## config.mk

```make
export PLATFORM = sky130hd
export DESIGN_NAME = flash_program_erase_control
export DESIGN_NICKNAME = d
export VERILOG_FILES = /design/src/verilog/flash_pe_pkg.sv /design/src/verilog/flash_program_erase_control.sv
export SDC_FILE = /design/constraint.sdc
export NUM_CORES = 1
export LEC_CHECK = 0
export BUFFER_PORTS_ARGS = -buffer_cell sky130_fd_sc_hd__buf_2
export CELL_PAD_IN_SITES_DETAIL_PLACEMENT = 0
export CELL_PAD_IN_SITES_GLOBAL_PLACEMENT = 1
export CORE_ASPECT_RATIO = 0.9
export CORE_UTILIZATION = 35
export CTS_CLUSTER_DIAMETER = 30
export DETAILED_ROUTE_END_ITERATION = 10
export GPL_TIMING_DRIVEN = 0
export PLACE_DENSITY = 0.85
export SETUP_SLACK_MARGIN = 0.1
export SLEW_MARGIN = 0
export SYNTH_ARGS = -nofsm -noshare
export SYNTH_HDL_FRONTEND = slang
export SYNTH_SLANG_ARGS = --single-unit
```

## constraint.sdc

```tcl
create_clock -name CORE_CLK -period 2.97 [get_ports CORE_CLK]
set_input_delay 0.1485 -clock CORE_CLK [delete_from_list [all_inputs] [get_ports CORE_CLK]]
set_output_delay 0.1485 -clock CORE_CLK [all_outputs]
set_load 0.1 [all_outputs]
```

## src/verilog/flash_pe_pkg.sv

```systemverilog
// Package of constants for the flash program/erase control block.
package flash_pe_pkg;
	// Control register field positions.
	localparam int HV_BIT    = 0;
	localparam int LATCH_BIT = 1;
	localparam int ERASE_BIT = 2;
	localparam int BOOT_BIT  = 3;
	localparam int WAKE_BIT  = 4;
	localparam int CTL_W     = 5;
	// Reset value of the control register: everything clear.
	localparam logic [4:0] CTL_RST = 5'h00;
	// Test register width and reset value.
	localparam int TST_W = 8;
	localparam logic [7:0] TST_RST = 8'h00;
	// Array geometry defaults.
	localparam int ADDR_W = 15;
	localparam int DATA_W = 16;
	// Boot block: addresses at or above this base are protected.
	localparam logic [14:0] BOOT_BASE = 15'h7800;
	// Stop recovery time and its cycle count at 50 MHz, rounded up.
	localparam int STOP_REC_NS = 250;
	localparam int CLK_NS      = 20;
	localparam int STOP_REC_CYC = (STOP_REC_NS + CLK_NS - 1) / CLK_NS;
endpackage

```

## src/verilog/flash_program_erase_control.sv

```systemverilog
// Program/erase interlock and latch control for an on-chip flash array.
`timescale 1ns/1ps
module flash_program_erase_control #(
	parameter int AW = flash_pe_pkg::ADDR_W,
	parameter int DW = flash_pe_pkg::DATA_W
) (
	// Clock and reset.
	input  wire logic          CORE_CLK,
	input  wire logic          RST_B,
	// Control register write port.
	input  wire logic          CTL_WR,
	input  wire logic [4:0]    CTL_WDATA,
	// Test register write port.
	input  wire logic          TST_WR,
	input  wire logic [7:0]    TST_WDATA,
	// Array access from the processor.
	input  wire logic          ARR_WR,
	input  wire logic          ARR_RD,
	input  wire logic [AW-1:0] ARR_ADDR,
	input  wire logic [DW-1:0] ARR_WDATA,
	// Data read from the array cells.
	input  wire logic [DW-1:0] CELL_RDATA,
	// Asynchronous levels from outside.
	input  wire logic          SUPPLY_PRESENT,
	input  wire logic          SPECIAL_MODE,
	input  wire logic          LOW_POWER,
	// Register and state views.
	output logic [4:0]         CTL_RDATA,
	output logic [7:0]         TST_RDATA,
	output logic               LATCH_FULL,
	output logic               FLASH_READY,
	// Array read answer.
	output logic               RD_VALID,
	output logic [DW-1:0]      RD_DATA,
	output logic [AW-1:0]      CELL_ADDR,
	// High-voltage drive to the array.
	output logic               HV_PROGRAM,
	output logic               HV_ERASE,
	output logic               ERASE_BOOT,
	output logic [AW-1:0]      PGM_ADDR,
	output logic [DW-1:0]      PGM_DATA
);

	// Complete state of the block in one record.
	typedef struct packed {
		logic [1:0]    sup_s;      // Supply synchroniser.
		logic [1:0]    smd_s;      // Special mode synchroniser.
		logic [1:0]    lpw_s;      // Stop/wait synchroniser.
		logic [4:0]    ctl;        // Control register.
		logic [7:0]    tst;        // Test register.
		logic          loaded;     // Latches written since latch set.
		logic          boot_hit;   // Latched address is in boot block.
		logic [AW-1:0] laddr;      // Latched address.
		logic [DW-1:0] ldata;      // Latched data.
		logic [3:0]    rec_cnt;    // Stop recovery counter.
		logic          rdv;        // Read answer valid.
		logic [DW-1:0] rdd;        // Read answer data.
		logic          hvp;        // Program voltage drive.
		logic          hve;        // Erase voltage drive.
		logic          ebt;        // Boot block erase permitted.
	} state_t;

	state_t st_q;  // Registered state.
	state_t st_d;  // Next state.

	// Reset value of the whole record.
	localparam state_t ST_RST = '{
		sup_s: 2'h0, smd_s: 2'h0, lpw_s: 2'h0,
		ctl: flash_pe_pkg::CTL_RST, tst: flash_pe_pkg::TST_RST,
		loaded: 1'b0, boot_hit: 1'b0, laddr: '0, ldata: '0,
		rec_cnt: 4'h0, rdv: 1'b0, rdd: '0,
		hvp: 1'b0, hve: 1'b0, ebt: 1'b0};

	// Tells whether an address falls inside the boot block.
	function automatic logic in_boot(input logic [AW-1:0] a);
		in_boot = (a >= AW'(flash_pe_pkg::BOOT_BASE));
	endfunction

	// Synchronised copies of the outside levels.
	logic sup_ok;  // Supply present.
	logic smd;     // Special mode.
	logic lpw;     // Stop or wait.
	assign sup_ok = st_q.sup_s[1];
	assign smd    = st_q.smd_s[1];
	assign lpw    = st_q.lpw_s[1];

	// Next-state logic for control, latches, reads and drives.
	always_comb begin
		logic hv_now;
		logic want_hv;
		hv_now  = st_q.ctl[flash_pe_pkg::HV_BIT];
		want_hv = 1'b0;
		st_d = st_q;
		// Only the second stage is read elsewhere.
		st_d.sup_s = {st_q.sup_s[0], SUPPLY_PRESENT};
		st_d.smd_s = {st_q.smd_s[0], SPECIAL_MODE};
		st_d.lpw_s = {st_q.lpw_s[0], LOW_POWER};
		st_d.rdv = 1'b0;
		// Control write: under high voltage only the enable may change.
		if (CTL_WR) begin
			if (hv_now) begin
				st_d.ctl[flash_pe_pkg::HV_BIT] =
					CTL_WDATA[flash_pe_pkg::HV_BIT];
			end else begin
				st_d.ctl = CTL_WDATA;
				// Enable only with latch already set and loaded.
				want_hv = CTL_WDATA[flash_pe_pkg::HV_BIT];
				st_d.ctl[flash_pe_pkg::HV_BIT] = want_hv
					&& st_q.ctl[flash_pe_pkg::LATCH_BIT]
					&& CTL_WDATA[flash_pe_pkg::LATCH_BIT]
					&& st_q.loaded;
				// Clearing the latch bit forgets the load.
				if (!CTL_WDATA[flash_pe_pkg::LATCH_BIT]) begin
					st_d.loaded = 1'b0;
				end
			end
		end
		// First array write after latch set fills the latches.
		if (ARR_WR && st_q.ctl[flash_pe_pkg::LATCH_BIT]
			&& !st_q.loaded && !hv_now) begin
			st_d.loaded   = 1'b1;
			st_d.laddr    = ARR_ADDR;
			st_d.ldata    = ARR_WDATA;
			st_d.boot_hit = in_boot(ARR_ADDR);
		end
		// Stop or wait kills the high voltage at once.
		if (lpw) begin
			st_d.ctl[flash_pe_pkg::HV_BIT] = 1'b0;
			st_d.rec_cnt = 4'(flash_pe_pkg::STOP_REC_CYC);
		end else if (st_q.rec_cnt != 4'h0) begin
			st_d.rec_cnt = st_q.rec_cnt - 4'h1;
		end
		// Test bits follow writes only in special mode.
		// Special mode opens only this register; nothing else reads it.
		if (!smd) begin
			st_d.tst = flash_pe_pkg::TST_RST;
		end else if (TST_WR) begin
			st_d.tst = TST_WDATA;
		end
		// Array reads; ignored under high voltage.
		if (ARR_RD && !hv_now) begin
			st_d.rdv = 1'b1;
			st_d.rdd = CELL_RDATA;
		end
		// Voltage drives: only with enable, supply and no stop.
		st_d.hvp = hv_now && sup_ok && !lpw
			&& !st_q.ctl[flash_pe_pkg::ERASE_BIT]
			&& !(st_q.boot_hit
			&& st_q.ctl[flash_pe_pkg::BOOT_BIT]);
		st_d.hve = hv_now && sup_ok && !lpw
			&& st_q.ctl[flash_pe_pkg::ERASE_BIT];
		st_d.ebt = !st_q.ctl[flash_pe_pkg::BOOT_BIT];
	end

	// One register for the whole state record; reset clears all.
	always_ff @(posedge CORE_CLK or negedge RST_B) begin
		if (!RST_B) begin
			st_q <= ST_RST;
		end else begin
			st_q <= st_d;
		end
	end

	// Output flip-flops, fed from the next state so they track it; CELL_ADDR is fed from the current state and ARR_ADDR, FLASH_READY also from lpw.
	always_ff @(posedge CORE_CLK or negedge RST_B) begin
		if (!RST_B) begin
			CTL_RDATA   <= flash_pe_pkg::CTL_RST;
			TST_RDATA   <= flash_pe_pkg::TST_RST;
			LATCH_FULL  <= 1'b0;
			FLASH_READY <= 1'b0;
			RD_VALID    <= 1'b0;
			RD_DATA     <= '0;
			CELL_ADDR   <= '0;
			HV_PROGRAM  <= 1'b0;
			HV_ERASE    <= 1'b0;
			ERASE_BOOT  <= 1'b0;
			PGM_ADDR    <= '0;
			PGM_DATA    <= '0;
		end else begin
			CTL_RDATA   <= st_d.ctl;
			TST_RDATA   <= st_d.tst;
			LATCH_FULL  <= st_d.loaded;
			// Only the settled synchroniser stage is read, so a
			// metastable first stage never reaches this output.
			FLASH_READY <= (st_d.rec_cnt == 4'h0) && !lpw;
			RD_VALID    <= st_d.rdv;
			RD_DATA     <= st_d.rdd;
			// Latched read-back in program mode, else normal.
			CELL_ADDR   <= (st_q.ctl[flash_pe_pkg::LATCH_BIT]
				&& !st_q.ctl[flash_pe_pkg::ERASE_BIT]
				&& st_q.loaded) ? st_q.laddr : ARR_ADDR;
			HV_PROGRAM  <= st_d.hvp;
			HV_ERASE    <= st_d.hve;
			ERASE_BOOT  <= st_d.ebt;
			PGM_ADDR    <= st_d.laddr;
			PGM_DATA    <= st_d.ldata;
		end
	end

	// Enable can only rise after the latches were loaded.
	hv_needs_load_a:
	assert property (@(posedge CORE_CLK) disable iff (!RST_B)
		$rose(st_q.ctl[flash_pe_pkg::HV_BIT]) |-> $past(st_q.loaded))
		else $error("Enable set without loaded latches.");
	// Latch and erase bits stay put under enable.
	mode_frozen_a:
	assert property (@(posedge CORE_CLK) disable iff (!RST_B)
		$past(st_q.ctl[flash_pe_pkg::HV_BIT]) |->
		st_q.ctl[4:1] == $past(st_q.ctl[4:1]))
		else $error("Mode bits changed under enable.");
	// Stop drops enable in the next cycle.
	stop_abort_a:
	assert property (@(posedge CORE_CLK) disable iff (!RST_B)
		lpw |=> !st_q.ctl[flash_pe_pkg::HV_BIT] ##1 !HV_PROGRAM)
		else $error("Stop did not abort high voltage.");
	// Drive output only follows the enable bit.
	hv_gated_a:
	assert property (@(posedge CORE_CLK) disable iff (!RST_B)
		(HV_PROGRAM || HV_ERASE) |-> $past(st_q.ctl[flash_pe_pkg::HV_BIT]))
		else $error("Voltage drive without enable.");
	// Drive output only with the programming supply present.
	supply_gate_a:
	assert property (@(posedge CORE_CLK) disable iff (!RST_B)
		(HV_PROGRAM || HV_ERASE) |-> $past(sup_ok))
		else $error("Voltage drive without supply.");
	// Program drive only in program mode.
	prog_mode_a:
	assert property (@(posedge CORE_CLK) disable iff (!RST_B)
		HV_PROGRAM |-> !$past(st_q.ctl[flash_pe_pkg::ERASE_BIT]))
		else $error("Program drive in erase mode.");
	// Erase drive only in erase mode.
	erase_mode_a:
	assert property (@(posedge CORE_CLK) disable iff (!RST_B)
		HV_ERASE |-> $past(st_q.ctl[flash_pe_pkg::ERASE_BIT]))
		else $error("Erase drive in program mode.");
	// A guarded boot address is never programmed.
	boot_guard_a:
	assert property (@(posedge CORE_CLK) disable iff (!RST_B)
		HV_PROGRAM |-> !$past(st_q.boot_hit && st_q.ctl[3]))
		else $error("Protected boot address programmed.");
	// Boot block erase only with protection clear.
	boot_erase_a:
	assert property (@(posedge CORE_CLK) disable iff (!RST_B)
		ERASE_BOOT |-> !$past(st_q.ctl[flash_pe_pkg::BOOT_BIT]))
		else $error("Boot erase allowed under protection.");
	// Test register stays clear outside special mode.
	test_clear_a:
	assert property (@(posedge CORE_CLK) disable iff (!RST_B)
		!smd |=> st_q.tst == 8'h00)
		else $error("Test register set outside special mode.");
	// Test writes land in special mode.
	test_write_a:
	assert property (@(posedge CORE_CLK) disable iff (!RST_B)
		(smd && TST_WR) |=> st_q.tst == $past(TST_WDATA))
		else $error("Test write lost in special mode.");
	// Latches do not move once loaded.
	latch_hold_a:
	assert property (@(posedge CORE_CLK) disable iff (!RST_B)
		(st_q.loaded && ARR_WR) |=> $stable(st_q.laddr))
		else $error("Latched address changed.");
	// Writes with latch clear never load.
	no_load_a:
	assert property (@(posedge CORE_CLK) disable iff (!RST_B)
		(!st_q.ctl[flash_pe_pkg::LATCH_BIT] && !CTL_WR) |=> !st_q.loaded)
		else $error("Latches loaded with latch clear.");
	// Reads under enable give no answer.
	read_block_a:
	assert property (@(posedge CORE_CLK) disable iff (!RST_B)
		(ARR_RD && st_q.ctl[flash_pe_pkg::HV_BIT]) |=> !RD_VALID)
		else $error("Read answered under enable.");
	// Enable written together with latch from clear is refused.
	one_write_a:
	assert property (@(posedge CORE_CLK) disable iff (!RST_B)
		(CTL_WR && !st_q.ctl[flash_pe_pkg::LATCH_BIT]) |=>
		!st_q.ctl[flash_pe_pkg::HV_BIT])
		else $error("Single write started an operation.");

endmodule
```

# [Word-level counts from Yosys, hierarchy flattened]
# Cells that the tools add are included.
[word_totals] input_bits=69 register_bits=92 out_inout_bits=81 elab_cells=65
[classes] reduce_logical=28 muxes=13 n_lt_le_gt_ge=1 eq_ne=3 bitwise=1 add_sub_neg=1
[ops] op="33-bit two-way mux" n=1
[ops] op="17-bit two-way mux" n=1
[ops] op="1-bit logical AND" n=16
[ops] op="8-bit two-way mux" n=2
[ops] op="15-bit greater-or-equal comparator (second input constant)" n=1
[ops] op="15-bit two-way mux" n=1
[ops] op="4-bit two-way mux" n=2
[ops] op="1-bit zero test" n=6
[ops] op="1-bit two-way mux" n=6
[ops] op="4-bit zero test" n=1
[ops] op="2-bit by 1-bit != test with 1-bit output (second input constant)" n=2
[ops] op="2-bit nonzero test" n=2
[ops] op="4-bit nonzero test" n=1
[ops] op="4-bit by 1-bit subtractor with 4-bit output (second input constant)" n=1
[ops] op="3-bit AND reduction" n=1
[ops] op="2-bit != test (second input constant)" n=1
[ops] op="2-bit AND reduction" n=1
[ops] op="1-bit NOT" n=1

# [Logic depth before layout (Yosys ltp)]
[logic_depth] depth_word=6 mapped_depth=5

# [Worst setup path after synthesis]
# OpenSTA, ideal clock, no wires.
[synth_path] kind="register to register" start="register LATCH_FULL (netlist name)" end="register CELL_ADDR[10]" setup_time_ns=0.125 setup_slack_ns=1.006 period_less_slack_ns=1.964 t_required_ns=2.845 path_stages_with_launch=4 n_path_buf=1 arrival_time_ns=1.839 cell_sequence="dfrtp_1 -> nand3b_1 -> buf_2 -> mux2_2"
[synth_rtl] element="end signal, assigned" line="flash_program_erase_control.sv:189" text="CELL_ADDR <= (st_q.ctl[flash_pe_pkg::LATCH_BIT]"
[synth_rtl] element="end, declared" line="flash_program_erase_control.sv:35" text="output logic [AW-1:0] CELL_ADDR,"

==> flow_metrics.env <==
export IMPL_outcome="finished clean"
export IMPL_syn_area_per_cell_um2=14.5
export IMPL_antenna_found_initial=0
export IMPL_critPathLaunch="CTL_RDATA[2]"
export IMPL_synth_fa_ha_area_share_pct=0.309
export IMPL_r2r_start="CTL_RDATA[2]"
export IMPL_holdPathEnd="CTL_RDATA[3]"
export IMPL_syn_area_um2=4060
export IMPL_maxSlewViolCount=0
export IMPL_initialDrtViolationCount=77
export IMPL_viasPerCell=4.20
export IMPL_final_cell_mix="151 x buf_2, 92 x dfrtp_1, 62 x buf_4"
export IMPL_first_pass_iters=4
export IMPL_dpl_hpwl_mm=5.85
export IMPL_antenna_cells=0
export IMPL_core_um2=11000
export IMPL_grt_pass1_vias=2525
export IMPL_grt_use_total_pct=13.6
export IMPL_root_buffer="clkbuf_16"
export IMPL_fmax_ghz=0.626
export IMPL_r2r_slack_ps=1370
export IMPL_setup_viol_count_final=0
export IMPL_vias=2523
export IMPL_syn_nets=350
export IMPL_cts_tree="yes"
export IMPL_hold_depth=3
export IMPL_place_area_um2=5020
export IMPL_slew_headroom_pct=62.4
export IMPL_synth_seq_cells=92
export IMPL_port_buffers=148
export IMPL_r2r_end="CELL_ADDR[13]"
export IMPL_mostFrequentLayoutCell="buf_2"
export IMPL_synth_xor_area_share_pct=0.432
export IMPL_synth_distinct_cells=27
export IMPL_h_tree_depth=3
export IMPL_io_pin_count=150
export IMPL_die_w_um=115
export IMPL_cp_slowest_cell="dfrtp_1"
export IMPL_clock_sinks=92
export IMPL_finalPower_mw=5.94
export IMPL_synth_top_family_by_area="multiplexers"
export IMPL_crit_path_start_kind="flip-flop"
export IMPL_clock_latency_ps=330
export IMPL_skew_ps=3.57
export IMPL_cts_hold_buf=4
export IMPL_hp_class="in2reg"
export IMPL_cap_violations=0
export IMPL_synth_simple_area_share_pct=4.50
export IMPL_yosys_warnings=0
export IMPL_drive_above_1_share_pct=66.1
export IMPL_rows=36
export IMPL_hold_viol=0
export IMPL_final_nets=514
export IMPL_worstHoldStart="CTL_WDATA[3]"
export IMPL_setup_ws_ps=1370
export IMPL_syn_to_final_growth_pct=31.4
export IMPL_max_stage_delay_ps=410
export IMPL_fin_crit_ps=1600
export IMPL_cp_arrival_ps=1810
export IMPL_rsz0062_at_grt="false"
export IMPL_synth_mux_area_share_pct=23.1
export IMPL_fin_crit_sh_pct=53.7
export IMPL_path_class="reg2reg"
export IMPL_path_cells="nand3b_1 -> buf_2 -> mux2_2"
export IMPL_fill_cells=1001
export IMPL_initial_utilization_pct=36.7
export IMPL_post_cts_buffers=0
export IMPL_fp_dieH_um=104
export IMPL_leakage_nw=2.69
export IMPL_fin_tns_setup_ps=0
export IMPL_ir_worst_vdd_v=0.000684
export IMPL_hold_slack_ps=19.0
export IMPL_power_density_nw_per_um2=1120
export IMPL_synth_seq_area_share_pct=56.8
export IMPL_cts_resized=0
export IMPL_syn_inst=280
export IMPL_synth_compound_area_share_pct=1.14
export IMPL_place_gp_congestion=0.726
export IMPL_critPathCaptureType="flip-flop"
export IMPL_wirelength_mm=7.80
export IMPL_drtAntennaViolNets=0
export IMPL_grt_overflow=0
export IMPL_crit_family="flip-flops"
export IMPL_wl_per_cell_um=13.0
export IMPL_path_buf_inv=1
export IMPL_tightest_slew_ps=564
export IMPL_die_area_um2=12000
export IMPL_r2r_cells=3
export IMPL_clk_pin_slew_ps=60
export IMPL_place_ws_ps=1360
export IMPL_drc_errors=0
export IMPL_crit_fanout=10
export IMPL_clk_path_buf_depth=2
export IMPL_critPathRequiredTime_ps=3190
export IMPL_fin_area_um2=5330
export IMPL_place_inst=581
export IMPL_post_route_util_pct=48.3
export IMPL_grt_pass1_wl_mm=12.4
export IMPL_final_cells=601
export IMPL_cts_made_buffers=9
export IMPL_grt_max_degree=51
==> synth_stat cells <==
| cell type | instances | area, µm² |
|---|---|---|
| a31oi_1 | 1 | 6.26 |
| nand3b_1 | 2 | 15.0 |
| nand4_1 | 1 | 6.26 |
| mux2i_1 | 10 | 100 |
| nor4bb_1 | 1 | 10.0 |
| buf_4 | 61 | 458 |
| nor2_1 | 1 | 3.75 |
| buf_12 | 3 | 60.1 |
| inv_1 | 5 | 18.8 |
| ha_1 | 1 | 12.5 |
| a41oi_1 | 1 | 8.76 |
| nor3_1 | 3 | 15.0 |
| buf_2 | 4 | 20.0 |
| nand2b_1 | 3 | 18.8 |
| o21ai_0 | 1 | 5.00 |
| mux2_4 | 28 | 420 |
| dfrtp_1 | 92 | 2300 |
| nor4b_1 | 1 | 8.76 |
| a2111oi_0 | 1 | 8.76 |
| a21o_1 | 1 | 7.51 |
| mux2_2 | 37 | 417 |
| a21oi_1 | 2 | 10.0 |
| or2_2 | 1 | 6.26 |
| nor2b_1 | 11 | 68.8 |
| nor3b_1 | 2 | 15.0 |
| xnor2_1 | 2 | 17.5 |
| nand2_1 | 4 | 15.0 |
==> cell type report <==
cell class	count	area, µm²	share of cell area (%)
inverters	5	18.8	0.352
plain buffers	68	538	10.1
repair buffers	153	811	15.2
multi-input cells	115	1200	22.5
clock buffers	12	246	4.63
well taps	152	190	3.57
flip-flops and latches	92	2300	43.2
clock inverters	4	25.0	0.470
==> worst max path at each step <==
stage                    end  cells after the start
3_3_place_gp     PGM_ADDR[8]                      1
3_5_place_dp     PGM_ADDR[1]                      4
4_1_cts        CELL_ADDR[13]                      3
5_1_grt          PGM_ADDR[7]                      4
6_report       CELL_ADDR[13]                      3
2_1_floorplan  CELL_ADDR[10]                      3
==> state kept, by name, indices dropped and copies added, names as in the netlist <==
name and count:
HV_ERASE 1, HV_PROGRAM 1, RD_DATA 16, st_d 3, CELL_ADDR 15, LATCH_FULL 1
PGM_DATA 16, CTL_RDATA 5, TST_RDATA 8, PGM_ADDR 15, smd 1, st_q 6
RD_VALID 1, FLASH_READY 1, ERASE_BOOT 1, lpw 1
==> logic make-up after synthesis <==
| kind of cell | count (synthesis) |
|---|---|
| flops | 92 |
| mux | 75 |
| buf+inv | 73 |
| simple gates | 30 |
| compound gates | 7 |
| xor+xnor | 2 |
| fa+ha+maj | 1 |
==> per-layer routing <==
| metal | wire (µm) | GRT usage, % | up-vias |
|---|---|---|---|
| met4 | 127 | 5.57 | 0 |
| met1 | 3430 | 17.0 | 1206 |
| li1 | - | - | 1212 |
| met5 | 0 | 0 | - |
| met2 | 3680 | 21.5 | 95 |
| met3 | 560 | 4.37 | 10 |
==> report_power, final <==
part           internal, mW  switching (mW)
sequential             1.53           0.179
clock                 0.587           0.446
combinational         0.839            2.36
total                  2.96            2.98
==> worst min-delay path: cells and delay by family <==
family          cells  cell delay (ps)
compound gates      1               60
buf+inv             1               70
simple gates        1               30
(Power assumes the default switching activity.)
